<file path="src/rtl/slss_pkg.sv">
// package: register map, reset values and flag layouts of the lane status block
package slss_pkg;
    // printed offsets are register indices; byte address is four times the index
    localparam logic [13:0] IDX_LINK_PAGE = 14'h0300;
    localparam logic [13:0] IDX_THRESHOLD = 14'h0301;
    localparam logic [13:0] IDX_BAD_CTRL = 14'h046F;
    localparam logic [13:0] IDX_GROUP_SYNC = 14'h0470;
    localparam logic [13:0] IDX_IRQ_STATUS = 14'h0480;
    localparam logic [13:0] IDX_IRQ_MASK = 14'h0481;
    localparam int NUM_SYNC_LANES = 8;
    localparam int NUM_ERR_LANES = 3;
    localparam int CNT_W = 8;
    localparam int IRQ_W = NUM_SYNC_LANES + NUM_ERR_LANES;
    localparam logic [7:0] THRESHOLD_RST = 8'hFF;
    localparam logic [7:0] FLAGS_RST = 8'h00;
    localparam logic [10:0] IRQ_RST = 11'h000;
    localparam int SYNC_STAGES = 2;
    localparam logic [1:0] RESP_OKAY = 2'h0;
    localparam logic [1:0] RESP_SLVERR = 2'h2;

    // flags of the currently paged link
    typedef struct packed {
        logic [NUM_ERR_LANES-1:0] badCtrl;
        logic [NUM_SYNC_LANES-1:0] groupSync;
    } slss_flags_s;
endpackage

</file>
<file path="src/rtl/slss_bit_sync.sv">
// two flip-flop synchroniser for a group of lane-domain signals
`timescale 1ns/100ps
`default_nettype none
module slss_bit_sync #(
    parameter int WIDTH = 8
) (
    input wire logic clk,
    input wire logic rstSyncN,
    input wire logic [WIDTH-1:0] dataIn,
    output logic [WIDTH-1:0] dataOut
);
    logic [WIDTH-1:0] meta_q;

    // first stage feeds only the second stage
    always_ff @(posedge clk or negedge rstSyncN) begin
        if (!rstSyncN) begin
            meta_q <= '0;
            dataOut <= '0;
        end else begin
            meta_q <= dataIn;
            dataOut <= meta_q;
        end
    end
endmodule
`default_nettype wire

</file>
<file path="src/rtl/slss_status_top.sv">
// lane sync and bad control character status registers with an AXI4-Lite slave
`timescale 1ns/100ps
`default_nettype none
// Notes on behaviour
// - each of lanes 2..0 shows a bad control flag of 1 when its error count is at least the threshold.
// - the link page register chooses which link's lanes appear in the flags.
// - an eight-bit group sync register gives lane n's sync state in bit n for lanes 7..0.
// - a group sync flag reads 0 when the lane lost sync and 1 when it achieved it.
// - all lane flags are read-only and are zero after reset.
module slss_status_top #(
    parameter int NUM_LINKS = 2,
    parameter int LINK_W = 1
) (
    input wire logic clk,
    input wire logic rstn,
    input wire logic [NUM_LINKS*8-1:0] laneGroupSync,
    input wire logic [NUM_LINKS*24-1:0] laneErrCount,
    input wire logic [15:0] s_axi_awaddr,
    input wire logic s_axi_awvalid,
    output logic s_axi_awready,
    input wire logic [31:0] s_axi_wdata,
    input wire logic [3:0] s_axi_wstrb,
    input wire logic s_axi_wvalid,
    output logic s_axi_wready,
    output logic [1:0] s_axi_bresp,
    output logic s_axi_bvalid,
    input wire logic s_axi_bready,
    input wire logic [15:0] s_axi_araddr,
    input wire logic s_axi_arvalid,
    output logic s_axi_arready,
    output logic [31:0] s_axi_rdata,
    output logic [1:0] s_axi_rresp,
    output logic s_axi_rvalid,
    input wire logic s_axi_rready,
    output logic irq
);
    logic rstMeta_q, rstSyncN;
    logic [NUM_LINKS*8-1:0] syncSynced;
    logic [NUM_LINKS*24-1:0] cntSynced;
    logic [NUM_LINKS*24-1:0] cntPrev_q, cntHeld_q;
    logic [slss_pkg::NUM_ERR_LANES-1:0] badCtrlD;
    logic [LINK_W-1:0] linkPage_q;
    logic [7:0] threshold_q;
    slss_pkg::slss_flags_s flags_q, flags_d;
    logic [slss_pkg::IRQ_W-1:0] irqStat_q, irqStat_d, irqMask_q, irqEvt, irqClr;
    logic haveAw_q, haveW_q;
    logic [13:0] awIdx_q;
    logic [31:0] wData_q;
    logic [3:0] wStrb_q;

    // reset release through two flops
    always_ff @(posedge clk or negedge rstn) begin
        if (!rstn) begin
            rstMeta_q <= 1'b0;
            rstSyncN <= 1'b0;
        end else begin
            rstMeta_q <= 1'b1;
            rstSyncN <= rstMeta_q;
        end
    end

    // lane inputs resynchronised
    // counts cross as plain words, so they are filtered for stability below
    slss_bit_sync #(.WIDTH(NUM_LINKS*8)) uSyncFlags (
        .clk(clk),
        .rstSyncN(rstSyncN),
        .dataIn(laneGroupSync),
        .dataOut(syncSynced)
    );
    slss_bit_sync #(.WIDTH(NUM_LINKS*24)) uSyncCounts (
        .clk(clk),
        .rstSyncN(rstSyncN),
        .dataIn(laneErrCount),
        .dataOut(cntSynced)
    );

    // a count word is taken only once two samples agree
    // costs two cycles of latency, but a word caught mid-change never lands
    always_ff @(posedge clk or negedge rstSyncN) begin
        if (!rstSyncN) begin
            cntPrev_q <= '0;
            cntHeld_q <= '0;
        end else begin
            cntPrev_q <= cntSynced;
            if (cntSynced == cntPrev_q) cntHeld_q <= cntSynced;
        end
    end

    wire [7:0] syncSel = syncSynced[linkPage_q*8 +: 8];
    wire [23:0] cntSel = cntHeld_q[linkPage_q*24 +: 24];

    genvar g;
    generate
        for (g = 0; g < slss_pkg::NUM_ERR_LANES; g++) begin : gCmp
            assign badCtrlD[g] = cntSel[g*8 +: 8] >= threshold_q;
        end
    endgenerate
    assign flags_d = {badCtrlD, syncSel};

    // events: loss of sync and threshold reached
    assign irqEvt = {flags_d.badCtrl & ~flags_q.badCtrl, flags_q.groupSync & ~flags_d.groupSync};

    // bus decode
    wire awHs = s_axi_awvalid & s_axi_awready;
    wire wHs = s_axi_wvalid & s_axi_wready;
    wire arHs = s_axi_arvalid & s_axi_arready;
    wire doWrite = haveAw_q & haveW_q & ~s_axi_bvalid;
    wire [13:0] arIdx = s_axi_araddr[15:2];
    wire wrPage = doWrite & (awIdx_q == slss_pkg::IDX_LINK_PAGE) & wStrb_q[0];
    wire wrThr = doWrite & (awIdx_q == slss_pkg::IDX_THRESHOLD) & wStrb_q[0];
    wire wrStat = doWrite & (awIdx_q == slss_pkg::IDX_IRQ_STATUS);
    wire wrMask = doWrite & (awIdx_q == slss_pkg::IDX_IRQ_MASK);
    wire [10:0] wStrbBits = {{3{wStrb_q[1]}}, {8{wStrb_q[0]}}};
    wire wrMapped = (awIdx_q == slss_pkg::IDX_LINK_PAGE) | (awIdx_q == slss_pkg::IDX_THRESHOLD)
        | (awIdx_q == slss_pkg::IDX_BAD_CTRL) | (awIdx_q == slss_pkg::IDX_GROUP_SYNC)
        | wrStat | wrMask;
    assign irqClr = wrStat ? (wData_q[10:0] & wStrbBits) : '0;
    // set wins over a clear in the same cycle
    assign irqStat_d = (irqStat_q & ~irqClr) | irqEvt;

    // read mux; flag bits above the window read zero
    wire rdMapped = (arIdx == slss_pkg::IDX_LINK_PAGE) | (arIdx == slss_pkg::IDX_THRESHOLD)
        | (arIdx == slss_pkg::IDX_BAD_CTRL) | (arIdx == slss_pkg::IDX_GROUP_SYNC)
        | (arIdx == slss_pkg::IDX_IRQ_STATUS) | (arIdx == slss_pkg::IDX_IRQ_MASK);
    wire [31:0] rdVal =
        (arIdx == slss_pkg::IDX_LINK_PAGE) ? {{(32-LINK_W){1'b0}}, linkPage_q} :
        (arIdx == slss_pkg::IDX_THRESHOLD) ? {24'h000000, threshold_q} :
        (arIdx == slss_pkg::IDX_BAD_CTRL) ? {29'h00000000, flags_q.badCtrl} :
        (arIdx == slss_pkg::IDX_GROUP_SYNC) ? {24'h000000, flags_q.groupSync} :
        (arIdx == slss_pkg::IDX_IRQ_STATUS) ? {21'h000000, irqStat_q} :
        (arIdx == slss_pkg::IDX_IRQ_MASK) ? {21'h000000, irqMask_q} : 32'h00000000;

    always_ff @(posedge clk or negedge rstSyncN) begin
        if (!rstSyncN) begin
            flags_q <= '0;
            irqStat_q <= slss_pkg::IRQ_RST;
            irq <= 1'b0;
        end else begin
            flags_q <= flags_d;
            irqStat_q <= irqStat_d;
            irq <= |(irqStat_q & irqMask_q);
        end
    end

    // software control registers
    always_ff @(posedge clk or negedge rstSyncN) begin
        if (!rstSyncN) begin
            linkPage_q <= '0;
            threshold_q <= slss_pkg::THRESHOLD_RST;
            irqMask_q <= slss_pkg::IRQ_RST;
        end else begin
            if (wrPage) linkPage_q <= wData_q[LINK_W-1:0];
            if (wrThr) threshold_q <= wData_q[7:0];
            if (wrMask) irqMask_q <= (irqMask_q & ~wStrbBits) | (wData_q[10:0] & wStrbBits);
        end
    end
    // write channel: address and data in either order, then response
    always_ff @(posedge clk or negedge rstSyncN) begin
        if (!rstSyncN) begin
            s_axi_awready <= 1'b1;
            s_axi_wready <= 1'b1;
            haveAw_q <= 1'b0;
            haveW_q <= 1'b0;
            awIdx_q <= '0;
            wData_q <= '0;
            wStrb_q <= '0;
            s_axi_bvalid <= 1'b0;
            s_axi_bresp <= slss_pkg::RESP_OKAY;
        end else begin
            if (awHs) begin
                haveAw_q <= 1'b1;
                awIdx_q <= s_axi_awaddr[15:2];
                s_axi_awready <= 1'b0;
            end
            if (wHs) begin
                haveW_q <= 1'b1;
                wData_q <= s_axi_wdata;
                wStrb_q <= s_axi_wstrb;
                s_axi_wready <= 1'b0;
            end
            if (doWrite) begin
                haveAw_q <= 1'b0;
                haveW_q <= 1'b0;
                s_axi_bvalid <= 1'b1;
                s_axi_bresp <= wrMapped ? slss_pkg::RESP_OKAY : slss_pkg::RESP_SLVERR;
            end
            if (s_axi_bvalid & s_axi_bready) begin
                s_axi_bvalid <= 1'b0;
                s_axi_awready <= 1'b1;
                s_axi_wready <= 1'b1;
            end
        end
    end

    // read channel: one cycle to data
    always_ff @(posedge clk or negedge rstSyncN) begin
        if (!rstSyncN) begin
            s_axi_arready <= 1'b1;
            s_axi_rvalid <= 1'b0;
            s_axi_rdata <= '0;
            s_axi_rresp <= slss_pkg::RESP_OKAY;
        end else if (arHs) begin
            s_axi_arready <= 1'b0;
            s_axi_rvalid <= 1'b1;
            s_axi_rdata <= rdVal;
            s_axi_rresp <= rdMapped ? slss_pkg::RESP_OKAY : slss_pkg::RESP_SLVERR;
        end else if (s_axi_rvalid & s_axi_rready) begin
            s_axi_rvalid <= 1'b0;
            s_axi_arready <= 1'b1;
        end
    end
endmodule
`default_nettype wire

</file>
<file path="config.mk">
export PLATFORM = sky130hd
export DESIGN_NAME = slss_status_top
export DESIGN_NICKNAME = d
export VERILOG_FILES = /design/src/rtl/slss_pkg.sv /design/src/rtl/slss_bit_sync.sv /design/src/rtl/slss_status_top.sv
export SDC_FILE = /design/constraint.sdc
export NUM_CORES = 1
export LEC_CHECK = 0
export ABC_AREA = 1
export ABC_CLOCK_PERIOD_IN_PS = 10210
export BUFFER_PORTS_ARGS = -buffer_cell sky130_fd_sc_hd__buf_2
export CAP_MARGIN = 10
export CORE_MARGIN = 2
export CORE_UTILIZATION = 43
export CTS_BUF_LIST = sky130_fd_sc_hd__clkbuf_16
export CTS_CLUSTER_SIZE = 25
export DETAILED_ROUTE_END_ITERATION = 12
export PLACE_DENSITY = 0.6
export SETUP_SLACK_MARGIN = 0.15
export SYNTH_ARGS = -nofsm -noshare
export SYNTH_HDL_FRONTEND = slang
export SYNTH_SLANG_ARGS = --single-unit
</file>
<file path="constraint.sdc">
create_clock -name clk -period 10.21 [get_ports clk]
set_input_delay 2.042 -clock clk [delete_from_list [all_inputs] [get_ports clk]]
set_output_delay 2.042 -clock clk [all_outputs]
set_load 0.02 [all_outputs]
</file>
==> out/qor.csv, run 1 <==
metric;value;unit
die_w;172;um
clk_latency;0.51;ns
hold_viol_final;0;
critical_path_arrival;3.67;ns
cts_htree_levels;2;
slew_violations;0;
crit_path_end_kind;register;
final_cell_mix;377 x nand2_1, 304 x dfrtp_1, 130 x buf_2, 92 x inv_1, 66 x nand4_1;
io_buffers;130;
grt_pass1_wl;39.3;mm
cp.depth;10;
grt_pass1_vias;7807;
whs;0.170;ns
drt_iter0_drc;475;
max_freq;308;MHz
clkSlewWorstSetupHoldPaths;0.06;ns
rr_worst_depth;11;
clock_path_buffers;3;
layout.nets;1472;
row_count;61;
synth_warnings;0;
outcome;completed;
tns;0;ns
post_cts_buffers;0;
dp_hpwl;16.5;mm
cts_root_buf;clkbuf_16;
antenna_found_initial;0;
r2r_start;linkPage_q;
post-route-drc-count;0;
syn_area_per_cell;10.4;um2
drive_above_1_share;16.1;%
vias;8059;
ys.flop_type;dfrtp_1;
rsz0062_at_grt;false;
path_cells;buf_2, nor2_1, nand3_1, inv_1, nand3_1, o21ai_0, inv_1, nand2_1, nand2_1, nand2_1;
dieArea;29700;um2
worst-path-buf-inv;3;
gp_congestion;0.855;
hp-class;reg -> async;
cts_hold_buf;0;
critPathLaunch;s_axi_araddr[15];
grt_usage;16.8;%
startpoint_type;input port;
async_reset_ff_share;100;%
seq_area_frac_synth;65.0;%
synthCells;1172;
globalRoute.totalOverflow;0;
wl;23.8;mm
setup_viol;0;
synth_area;12200;um2
fin_crit_sh;31.8;%
fin_skew;0.0197;ns
antenna_left;0;
start_util;43.7;%
drtPass1Iterations;7;
cts_resized;0;
numCtsBuffers;34;
drv_cap;0;
final_common_cell;nand2_1;
cp_top_family;simple AND/OR/NAND/NOR gates;
cp_common_cell;nand2_1;
leakagePower;7.11;nW
worst_pin_slew;1.08;ns
synth-edff-count;0;
slew_headroom;27.7;%
grt_max_degree;83;
period_needed;3.24;ns
ys_ff_latch;316;
core-area;27900;um2
cp_slowest_stage_delay;0.53;ns
ioPinCount;181;
cts_tree;yes;
cpMaxStageDelayCell;inv_1;
ys_types;35;
ir_worst_vdd;0.000139;V
die_y;172;um
wl_per_cell;13.9;um
clock_sinks;316;
antenna_cells;0;
crit_type;in -> reg;
area_growth;15.7;%
powerDensity;197;nW/um2
crit_fanout;23;
via_per_inst;4.71;
required;10.64;ns
[cell type report]
| class | count | area (um2) |
|---|---|---|
| tap | 378 | 473 |
| multi-input combinational | 736 | 3660 |
| timing repair buffer | 139 | 718 |
| inverter | 82 | 308 |
| clock inverter | 25 | 153 |
| clock buffer | 34 | 851 |
| fill | 2589 | 13800 |
| sequential | 316 | 7930 |
[cell usage after synthesis (2+ instances only)]
cell	n	area share (%)
buf_1	5	0.15
buf_6	3	0.28
o22ai_1	3	0.15
clkbuf_1	13	0.40
mux2i_1	3	0.25
o211ai_1	4	0.25
nand3_1	43	1.8
dfrtp_1	305	63
buf_4	30	1.8
nor3_1	5	0.21
o21ai_2	8	0.58
dfstp_2	11	2.4
inv_1	82	2.5
o2111ai_1	4	0.29
o21ai_1	8	0.33
xnor2_1	41	2.9
o21ai_0	49	2.0
or2_2	3	0.15
buf_2	9	0.37
nor2_2	5	0.26
nand2_1	377	12
ha_1	24	2.5
conb_1	2	0.062
nor2_1	43	1.3
nand4_1	66	3.4
a221oi_1	2	0.14
a21oi_1	16	0.66
[state kept, by name (all words and copies together) (netlist names), 2 cells and up, named ones only]
signal and cells:
threshold_q 8, s_axi_rdata 11, uSyncCounts.meta_q 48, flags_q 11, wStrb_q 2, uSyncCounts.dataOut 48, awIdx_q 14, uSyncFlags.meta_q 16
wData_q 11, cntPrev_q 48, cntHeld_q 48, irqStat_q 11, uSyncFlags.dataOut 16
[final timing paths]
check                      slack, ns                 endpoint
setup / recovery                6.97           s_axi_rdata[2]
hold / removal                  0.17   uSyncCounts.meta_q[24]
setup reg to reg                7.35             irqStat_q[8]
hold reg to reg                 0.17   uSyncCounts.meta_q[24]
max in group asynchronous       7.94    uSyncCounts.meta_q[8]
min in group clk                0.35  uSyncCounts.dataOut[26]
[worst register-to-register path, stage by stage, from the launching register on]
cell and delay [ns]:
dfrtp_1 0.35, buf_4 0.27, inv_1 0.86, nand2_1 0.19
nand2_1 0.14, ha_1 0.25, a21oi_1 0.13, o21ai_0 0.10
nand2_1 0.06, o2111ai_1 0.20, nand2_1 0.15, nand2_1 0.06
[power breakdown]
part | internal (W) | switching, W
logic | 0.0000843 | 0.000173
registers | 0.00136 | 0.0000649
clock network | 0.000632 | 0.000466
[cell families (layout without fill, tap and decap cells)]
group / count (synthesis) / count (layout) / share of synthesized area (%)
mux: 3 / 3 / 0.247
buf+inv: 142 / 280 / 5.58
fa+ha+maj: 24 / 24 / 2.47
xor+xnor: 41 / 41 / 2.95
flops: 316 / 316 / 65.0
compound gates: 97 / 97 / 4.60
simple gates: 547 / 547 / 19.1
other cells: 2 / 24 / 0.0617
[stage by stage]
stage / area (um2) / instances / utilization (%) / setup WS, ns / total power [W]
2_1_floorplan: 12300 / 1194 / - / 0.770 / 0.00162
3_3_place_gp: 13100 / 1651 / 47.0 / 6.52 / 0.00170
3_5_place_dp: 13100 / 1651 / 47.0 / 6.49 / 0.00171
4_1_cts: 14100 / 1710 / 50.6 / 6.95 / 0.00282
5_1_grt: 14100 / 1710 / 50.6 / 6.81 / 0.00292
6_report: 14100 / 1710 / 50.6 / 6.97 / 0.00278
[layer usage]
layer	global-route usage, %	wire length [um]
met1	23.3	10900
met2	27.2	11300
met3	2.72	1080
met4	5.15	516
met5	0	0
No activity file was read; power rests on OpenSTA's default activity.
==> inputs of run 2 (changes only) <==
--- a/config.mk
+++ b/config.mk
@@ -6,7 +6,7 @@
 export NUM_CORES = 1
 export LEC_CHECK = 0
 export ABC_AREA = 1
-export ABC_CLOCK_PERIOD_IN_PS = 10210
+export ABC_CLOCK_PERIOD_IN_PS = 3000
 export BUFFER_PORTS_ARGS = -buffer_cell sky130_fd_sc_hd__buf_2
 export CAP_MARGIN = 10
 export CORE_MARGIN = 2
==> constraint.sdc (replaced) <==
create_clock -name clk -period 3 [get_ports clk]
set_input_delay 0.6 -clock clk [delete_from_list [all_inputs] [get_ports clk]]
set_output_delay 0.6 -clock clk [all_outputs]
set_load 0.02 [all_outputs]
==> run 2 against run 1 <==
Final cell count grew 0.53%. Non-clock buffer count grew 7. Register-to-register slack lost 6.5 ns. Global-route usage grew 0.17 points. Clock power grew to 3.6 times the previous value. Cell area grew 1.6%. Combinational power grew to 3.4 times the previous value. First-iteration DRC count grew 1.1%. Setup slack lost 6.1 ns. Critical path depth grew 1. Flip-flop and latch count is the same. Sequential share of layout area shrank 0.86 points. Largest power group unchanged.
==> out/qor.csv, run 2 (same netlist as run 1, synthesis figures left out) <==
metric;value;unit;change
outcome;completed;;
gr-max-usage-layer;met2;;
fin_skew;0.0174;ns;-0.00232 ns
drt_iter0_drc;480;;+1.1%
crit_fanout;22;;-4.3%
hold_depth;1;;
cts_resized;0;;unchanged
intPower;0.00733;W;+250%
startpoint_type;register;;
antenna_cells;0;;unchanged
cts_tree;yes;;
globalRoute.totalOverflow;0;;unchanged
dieArea;29700;um2;unchanged
drv_cap;0;;unchanged
hp-class;in -> reg;;
p_sw;0.00244;W;+250%
wl;24.1;mm;+0.99%
final.fill_count;2575;;-0.54%
core-area;27900;um2;unchanged
dp_cells;1657;;+0.36%
clock_sinks;316;;unchanged
critical_path_arrival;2.53;ns;-1.14 ns
post-route-drc-count;0;;unchanged
dp_hpwl;17.0;mm;+3.0%
p_comb_share;9.1;%;about the same
grt_max_degree;60;;-28%
gp_congestion;0.827;;-3.3%
grt_pass1_wl;39.6;mm;+0.83%
rr_worst_depth;11;;unchanged
antenna_left;0;;unchanged
numCtsBuffers;34;;unchanged
row_count;61;;unchanged
layout.nets;1479;;+0.48%
final_common_cell;nand2_1;;
crit_type;reg -> reg;;
die_w;172;um;unchanged
pwr-share-seq;49.9;%;-1.4 points
powerDensity;682;nW/um2;+250%
worst_pin_slew;0.730;ns;-0.354 ns
hold_viol_final;0;;unchanged
via_per_inst;4.71;;about the same
area_growth;17.5;%;
power_frac_clock;41.1;%;+1.6 points
slew_headroom;51.4;%;+24 points
final_cell_mix;377 x nand2_1, 304 x dfrtp_1, 130 x buf_2, 89 x inv_1, 66 x nand4_1;;
start_util;43.7;%;unchanged
max_freq;466;MHz;
io_buffers;130;;unchanged
required;3.38;ns;-7.26 ns
clock_path_buffers;3;;unchanged
grt_use_met1;23.3;%;+0.068 points
ir_worst_vdd;0.000712;V;+410%
leakagePower;7.20;nW;+1.3%
grt.met3_usage;2.63;%;-0.092 points
cts_root_buf;clkbuf_16;;
grt_pass1_vias;8010;;+2.6%
rsz0062_at_grt;false;;
period_needed;2.15;ns;
wl_per_cell;14.0;um;+0.46%
drive_above_1_share;16.8;%;+0.71 points
drtPass1Iterations;7;;unchanged
die_y;172;um;unchanged
clk_latency;0.50;ns;about the same
vias;8102;;+0.53%
fin_crit_sh;71.6;%;
place_ws;0.724;ns;-5.77 ns
ioPinCount;181;;unchanged
cts_htree_levels;2;;unchanged
switching_share;25.0;%;-0.32 points
setup_viol;0;;unchanged
clkSlewWorstSetupHoldPaths;0.06;ns;about the same
crit_path_end_kind;register;;
post_cts_buffers;0;;unchanged
slew_violations;0;;unchanged
antenna_found_initial;0;;unchanged
met2_usage;27.8;%;+0.58 points
worst_slack;0.852;ns;-6.12 ns
grt_usage;16.9;%;+0.17 points
fin_cells;1719;;+0.53%
## run 2: worst max-delay path, stage by stage, from the launching register on
cell and delay [ns]:
dfrtp_1 0.38, inv_1 0.36, buf_12 0.23, nand2_1 0.07, nand2_1 0.06, ha_1 0.23, a21oi_1 0.14, o21ai_0 0.08
nand2_1 0.06, o2111ai_1 0.18, nand2_1 0.17, nand2_1 0.06
## run 2: timing repair
action                     CTS  global route
setup endpoints to repair    0             0
hold buffers                 1             0
hold endpoints to repair     2             0
## run 2: routing by layer
layer  vias up  part of all wire (%)
met5         -                     0
met4         0                   2.3
met3        46                   4.2
met2       165                    47
met1      3854                    47
li1       4037                     -
## run 2: final cells by class
class	instances	area, um2	area share (%)
tap	378	473	3.31
inverter	82	308	2.15
clock buffer	35	876	6.12
timing repair buffer	146	848	5.93
clock inverter	26	216	1.51
sequential	316	7930	55.4
multi-input combinational	736	3660	25.6
## run 2: power by group through the flow
stage | combinational, W | sequential [W] | clock (W)
after floorplan | 0.000540 | 0.00498 | 0
after global placement | 0.000879 | 0.00494 | 0
after detailed placement | 0.000893 | 0.00495 | 0
after CTS | 0.000902 | 0.00487 | 0.00412
after global routing | 0.00104 | 0.00492 | 0.00430
final | 0.000884 | 0.00487 | 0.00401
## run 2: stage by stage
stage | utilization [%] | total power, W | area (um2) | hold slack [ns] | setup TNS [ns]
after floorplan | - | 0.00551 | 12300 | 0.304 | -39.58
after global placement | 47.4 | 0.00582 | 13200 | 0.333 | 0
after detailed placement | 47.4 | 0.00584 | 13200 | 0.335 | 0
after CTS | 51.4 | 0.00990 | 14300 | 0.182 | 0
after global routing | 51.4 | 0.0103 | 14300 | 0.181 | 0
final | 51.4 | 0.00976 | 14300 | 0.202 | 0
## run 2: worst paths after layout
check,to,startpoint,slack (ns)
min in group asynchronous,uSyncCounts.dataOut[10],rstSyncN,0.39
min,uSyncCounts.meta_q[21],laneErrCount[21],0.20
max reg2reg,irqStat_q[10],linkPage_q,0.85
min reg2reg,uSyncCounts.dataOut[18],uSyncCounts.meta_q[18],0.34
max in group asynchronous,s_axi_arready,rstSyncN,1.79
max,irqStat_q[10],linkPage_q,0.85
==> inputs of run 3 (changes only) <==
--- a/config.mk
+++ b/config.mk
@@ -6,7 +6,7 @@
 export NUM_CORES = 1
 export LEC_CHECK = 0
 export ABC_AREA = 1
-export ABC_CLOCK_PERIOD_IN_PS = 3000
+export ABC_CLOCK_PERIOD_IN_PS = 2200
 export BUFFER_PORTS_ARGS = -buffer_cell sky130_fd_sc_hd__buf_2
 export CAP_MARGIN = 10
 export CORE_MARGIN = 2
==> constraint.sdc (replaced) <==
create_clock -name clk -period 2.2 [get_ports clk]
set_input_delay 0.44 -clock clk [delete_from_list [all_inputs] [get_ports clk]]
set_output_delay 0.44 -clock clk [all_outputs]
set_load 0.02 [all_outputs]
==> run 3 against run 2 <==
Maximum frequency is 15% higher. Wire length up 1.4%. Die area unchanged. Core utilization increased by 0.067 points. Register-to-register slack got worse by 0.52 ns. Via count did not move. Final cell count up 0.12%. Critical path type unchanged. Largest power group unchanged.
==> out/qor.csv, run 3 (same netlist as run 1, synthesis figures left out) <==
metric;value;unit;change
cts_root_buf;clkbuf_16;;
drv_cap;0;;unchanged
r2r_start;linkPage_q;;
hold_end;uSyncCounts.meta_q[35];;
fin_skew;0.0167;ns;-0.000694 ns
drive_above_1_share;17.3;%;+0.50 points
max_freq;535;MHz;+15%
clock_sinks;316;;unchanged
rr_endpoint;irqStat_q[10];;
final_common_cell;nand2_1;;
outcome;completed;;
layout.nets;1481;;+0.14%
row_count;61;;unchanged
regToRegSetupSlack;0.33;ns;-0.52 ns
cts_tree;yes;;
leakagePower;7.19;nW;about the same
clk_latency;0.51;ns;about the same
hold_viol_final;0;;unchanged
antenna_found_initial;0;;unchanged
power.total;0.0134;W;+37%
slew_violations;0;;unchanged
clkSlewWorstSetupHoldPaths;0.06;ns;about the same
grt_usage;17.3;%;+0.41 points
via_per_inst;4.71;;-0.12%
powerDensity;933;nW/um2;+37%
wl;24.4;mm;+1.4%
slew_headroom;55.7;%;+4.3 points
dieArea;29700;um2;unchanged
gp_congestion;0.833;;+0.81%
cts_htree_levels;2;;unchanged
crit_fanout;22;;unchanged
start_util;43.7;%;unchanged
grt_pass1_vias;7939;;-0.89%
multi_input_area;3670;um2;+0.31%
vias;8102;;unchanged
final.fill_count;2517;;-2.3%
crit_type;reg -> reg;;
setup_viol;0;;unchanged
clock_path_buffers;3;;unchanged
period_needed;1.87;ns;-0.278 ns
grt_pass1_wl;40.3;mm;+1.7%
hp-start;laneErrCount[35];;
fin_crit_sh;85.0;%;+13 points
ioPinCount;181;;unchanged
globalRoute.totalOverflow;0;;unchanged
tns;0;ns;unchanged
final_cell_mix;377 x nand2_1, 304 x dfrtp_1, 130 x buf_2, 86 x inv_1, 66 x nand4_1;;
drtPass1Iterations;5;;-2
crit_path_end_kind;register;;
numCtsBuffers;34;;unchanged
startpoint_type;register;;
post-route-drc-count;0;;unchanged
rsz0062_at_grt;false;;
worst_pin_slew;0.664;ns;-0.0652 ns
seq_area;7930;um2;unchanged
critPathLaunch;linkPage_q;;
io_buffers;130;;unchanged
wl_per_cell;14.2;um;+1.3%
die_y;172;um;unchanged
die_w;172;um;unchanged
hold_depth;1;;unchanged
area_growth;17.6;%;
ir_worst_vdd;0.000573;V;-20%
rr_worst_depth;11;;unchanged
grt_max_degree;128;;+110%
antenna_left;0;;unchanged
required;2.59;ns;-0.79 ns
hp-class;in -> reg;;
dp_hpwl;17.1;mm;+0.50%
drt_iter0_drc;528;;+10%
core-area;27900;um2;unchanged
critical_path_arrival;2.26;ns;-0.27 ns
antenna_cells;0;;unchanged
[run 3: cell count changes in the layout (fill, tap and decap cells not counted), sizes merged]
cell / change
inv: -4
clkinvlp: +3
buf: +2
clkinv: +1
[run 3: cell type report]
type / instances / area share (%)
clock inverters: 26 / 1.46
repair buffers: 148 / 6.03
well taps: 378 / 3.30
flip-flops and latches: 316 / 55.3
multi-input cells: 736 / 25.6
clock buffers: 35 / 6.11
inverters: 82 / 2.15
[run 3: report_power, final]
| part | switching, W | internal [W] | leakage [nW] |
|---|---|---|---|
| registers | 0.000310 | 0.00632 | 3.81 |
| clock network | 0.00226 | 0.00325 | 0.541 |
| logic | 0.000814 | 0.000411 | 2.84 |
| total | 0.00339 | 0.00998 | 7.19 |
[run 3: through the flow]
| step | utilization (%) | hold WS, ns | setup WS, ns | cells | cell area, um2 |
|---|---|---|---|---|---|
| 2_1_floorplan | - | 0.144 | -0.931 | 1194 | 12300 |
| 3_3_place_gp | 47.5 | 0.228 | 0.271 | 1659 | 13200 |
| 3_5_place_dp | 47.5 | 0.230 | 0.233 | 1659 | 13200 |
| 4_1_cts | 51.4 | 0.0165 | 0.209 | 1721 | 14300 |
| 5_1_grt | 51.4 | 0.0121 | 0.157 | 1721 | 14300 |
| 6_report | 51.4 | 0.0327 | 0.330 | 1721 | 14300 |
[run 3: what timing repair did]
item / 4_1_cts / 5_1_grt
buffers inserted: 0 / 0
hold buffers: 1 / 0
setup endpoints to repair: 0 / 2
hold endpoints to repair: 2 / 0
resized for setup: 0 / 3
[run 3: routing by layer]
layer	up-vias	track usage (%)	part of all wire [%]
li1	4037	-	-
met1	3875	23.8	46
met2	160	28.8	48
met3	30	2.88	4.3
met4	0	4.68	1.7
met5	-	0	0
[run 3: worst max-delay path by stage]
stage / end / slack (ns) / cells after the start
2_1_floorplan: async pin / -0.93 / 0
3_3_place_gp: irqStat_q[8] / 0.27 / 11
3_5_place_dp: irqStat_q[8] / 0.23 / 11
4_1_cts: irqStat_q[8] / 0.21 / 11
5_1_grt: cntHeld_q[36] / 0.16 / 9
6_report: irqStat_q[10] / 0.33 / 11
[run 3: critical path: stages (launching register included)]
cell and delay, ns:
dfrtp_1 0.41, inv_2 0.11, buf_12 0.17, nand2_1 0.07
nand2_1 0.06, ha_1 0.23, a21oi_1 0.14, o21ai_0 0.09
nand2_1 0.06, o2111ai_1 0.19, nand2_1 0.16, nand2_1 0.06
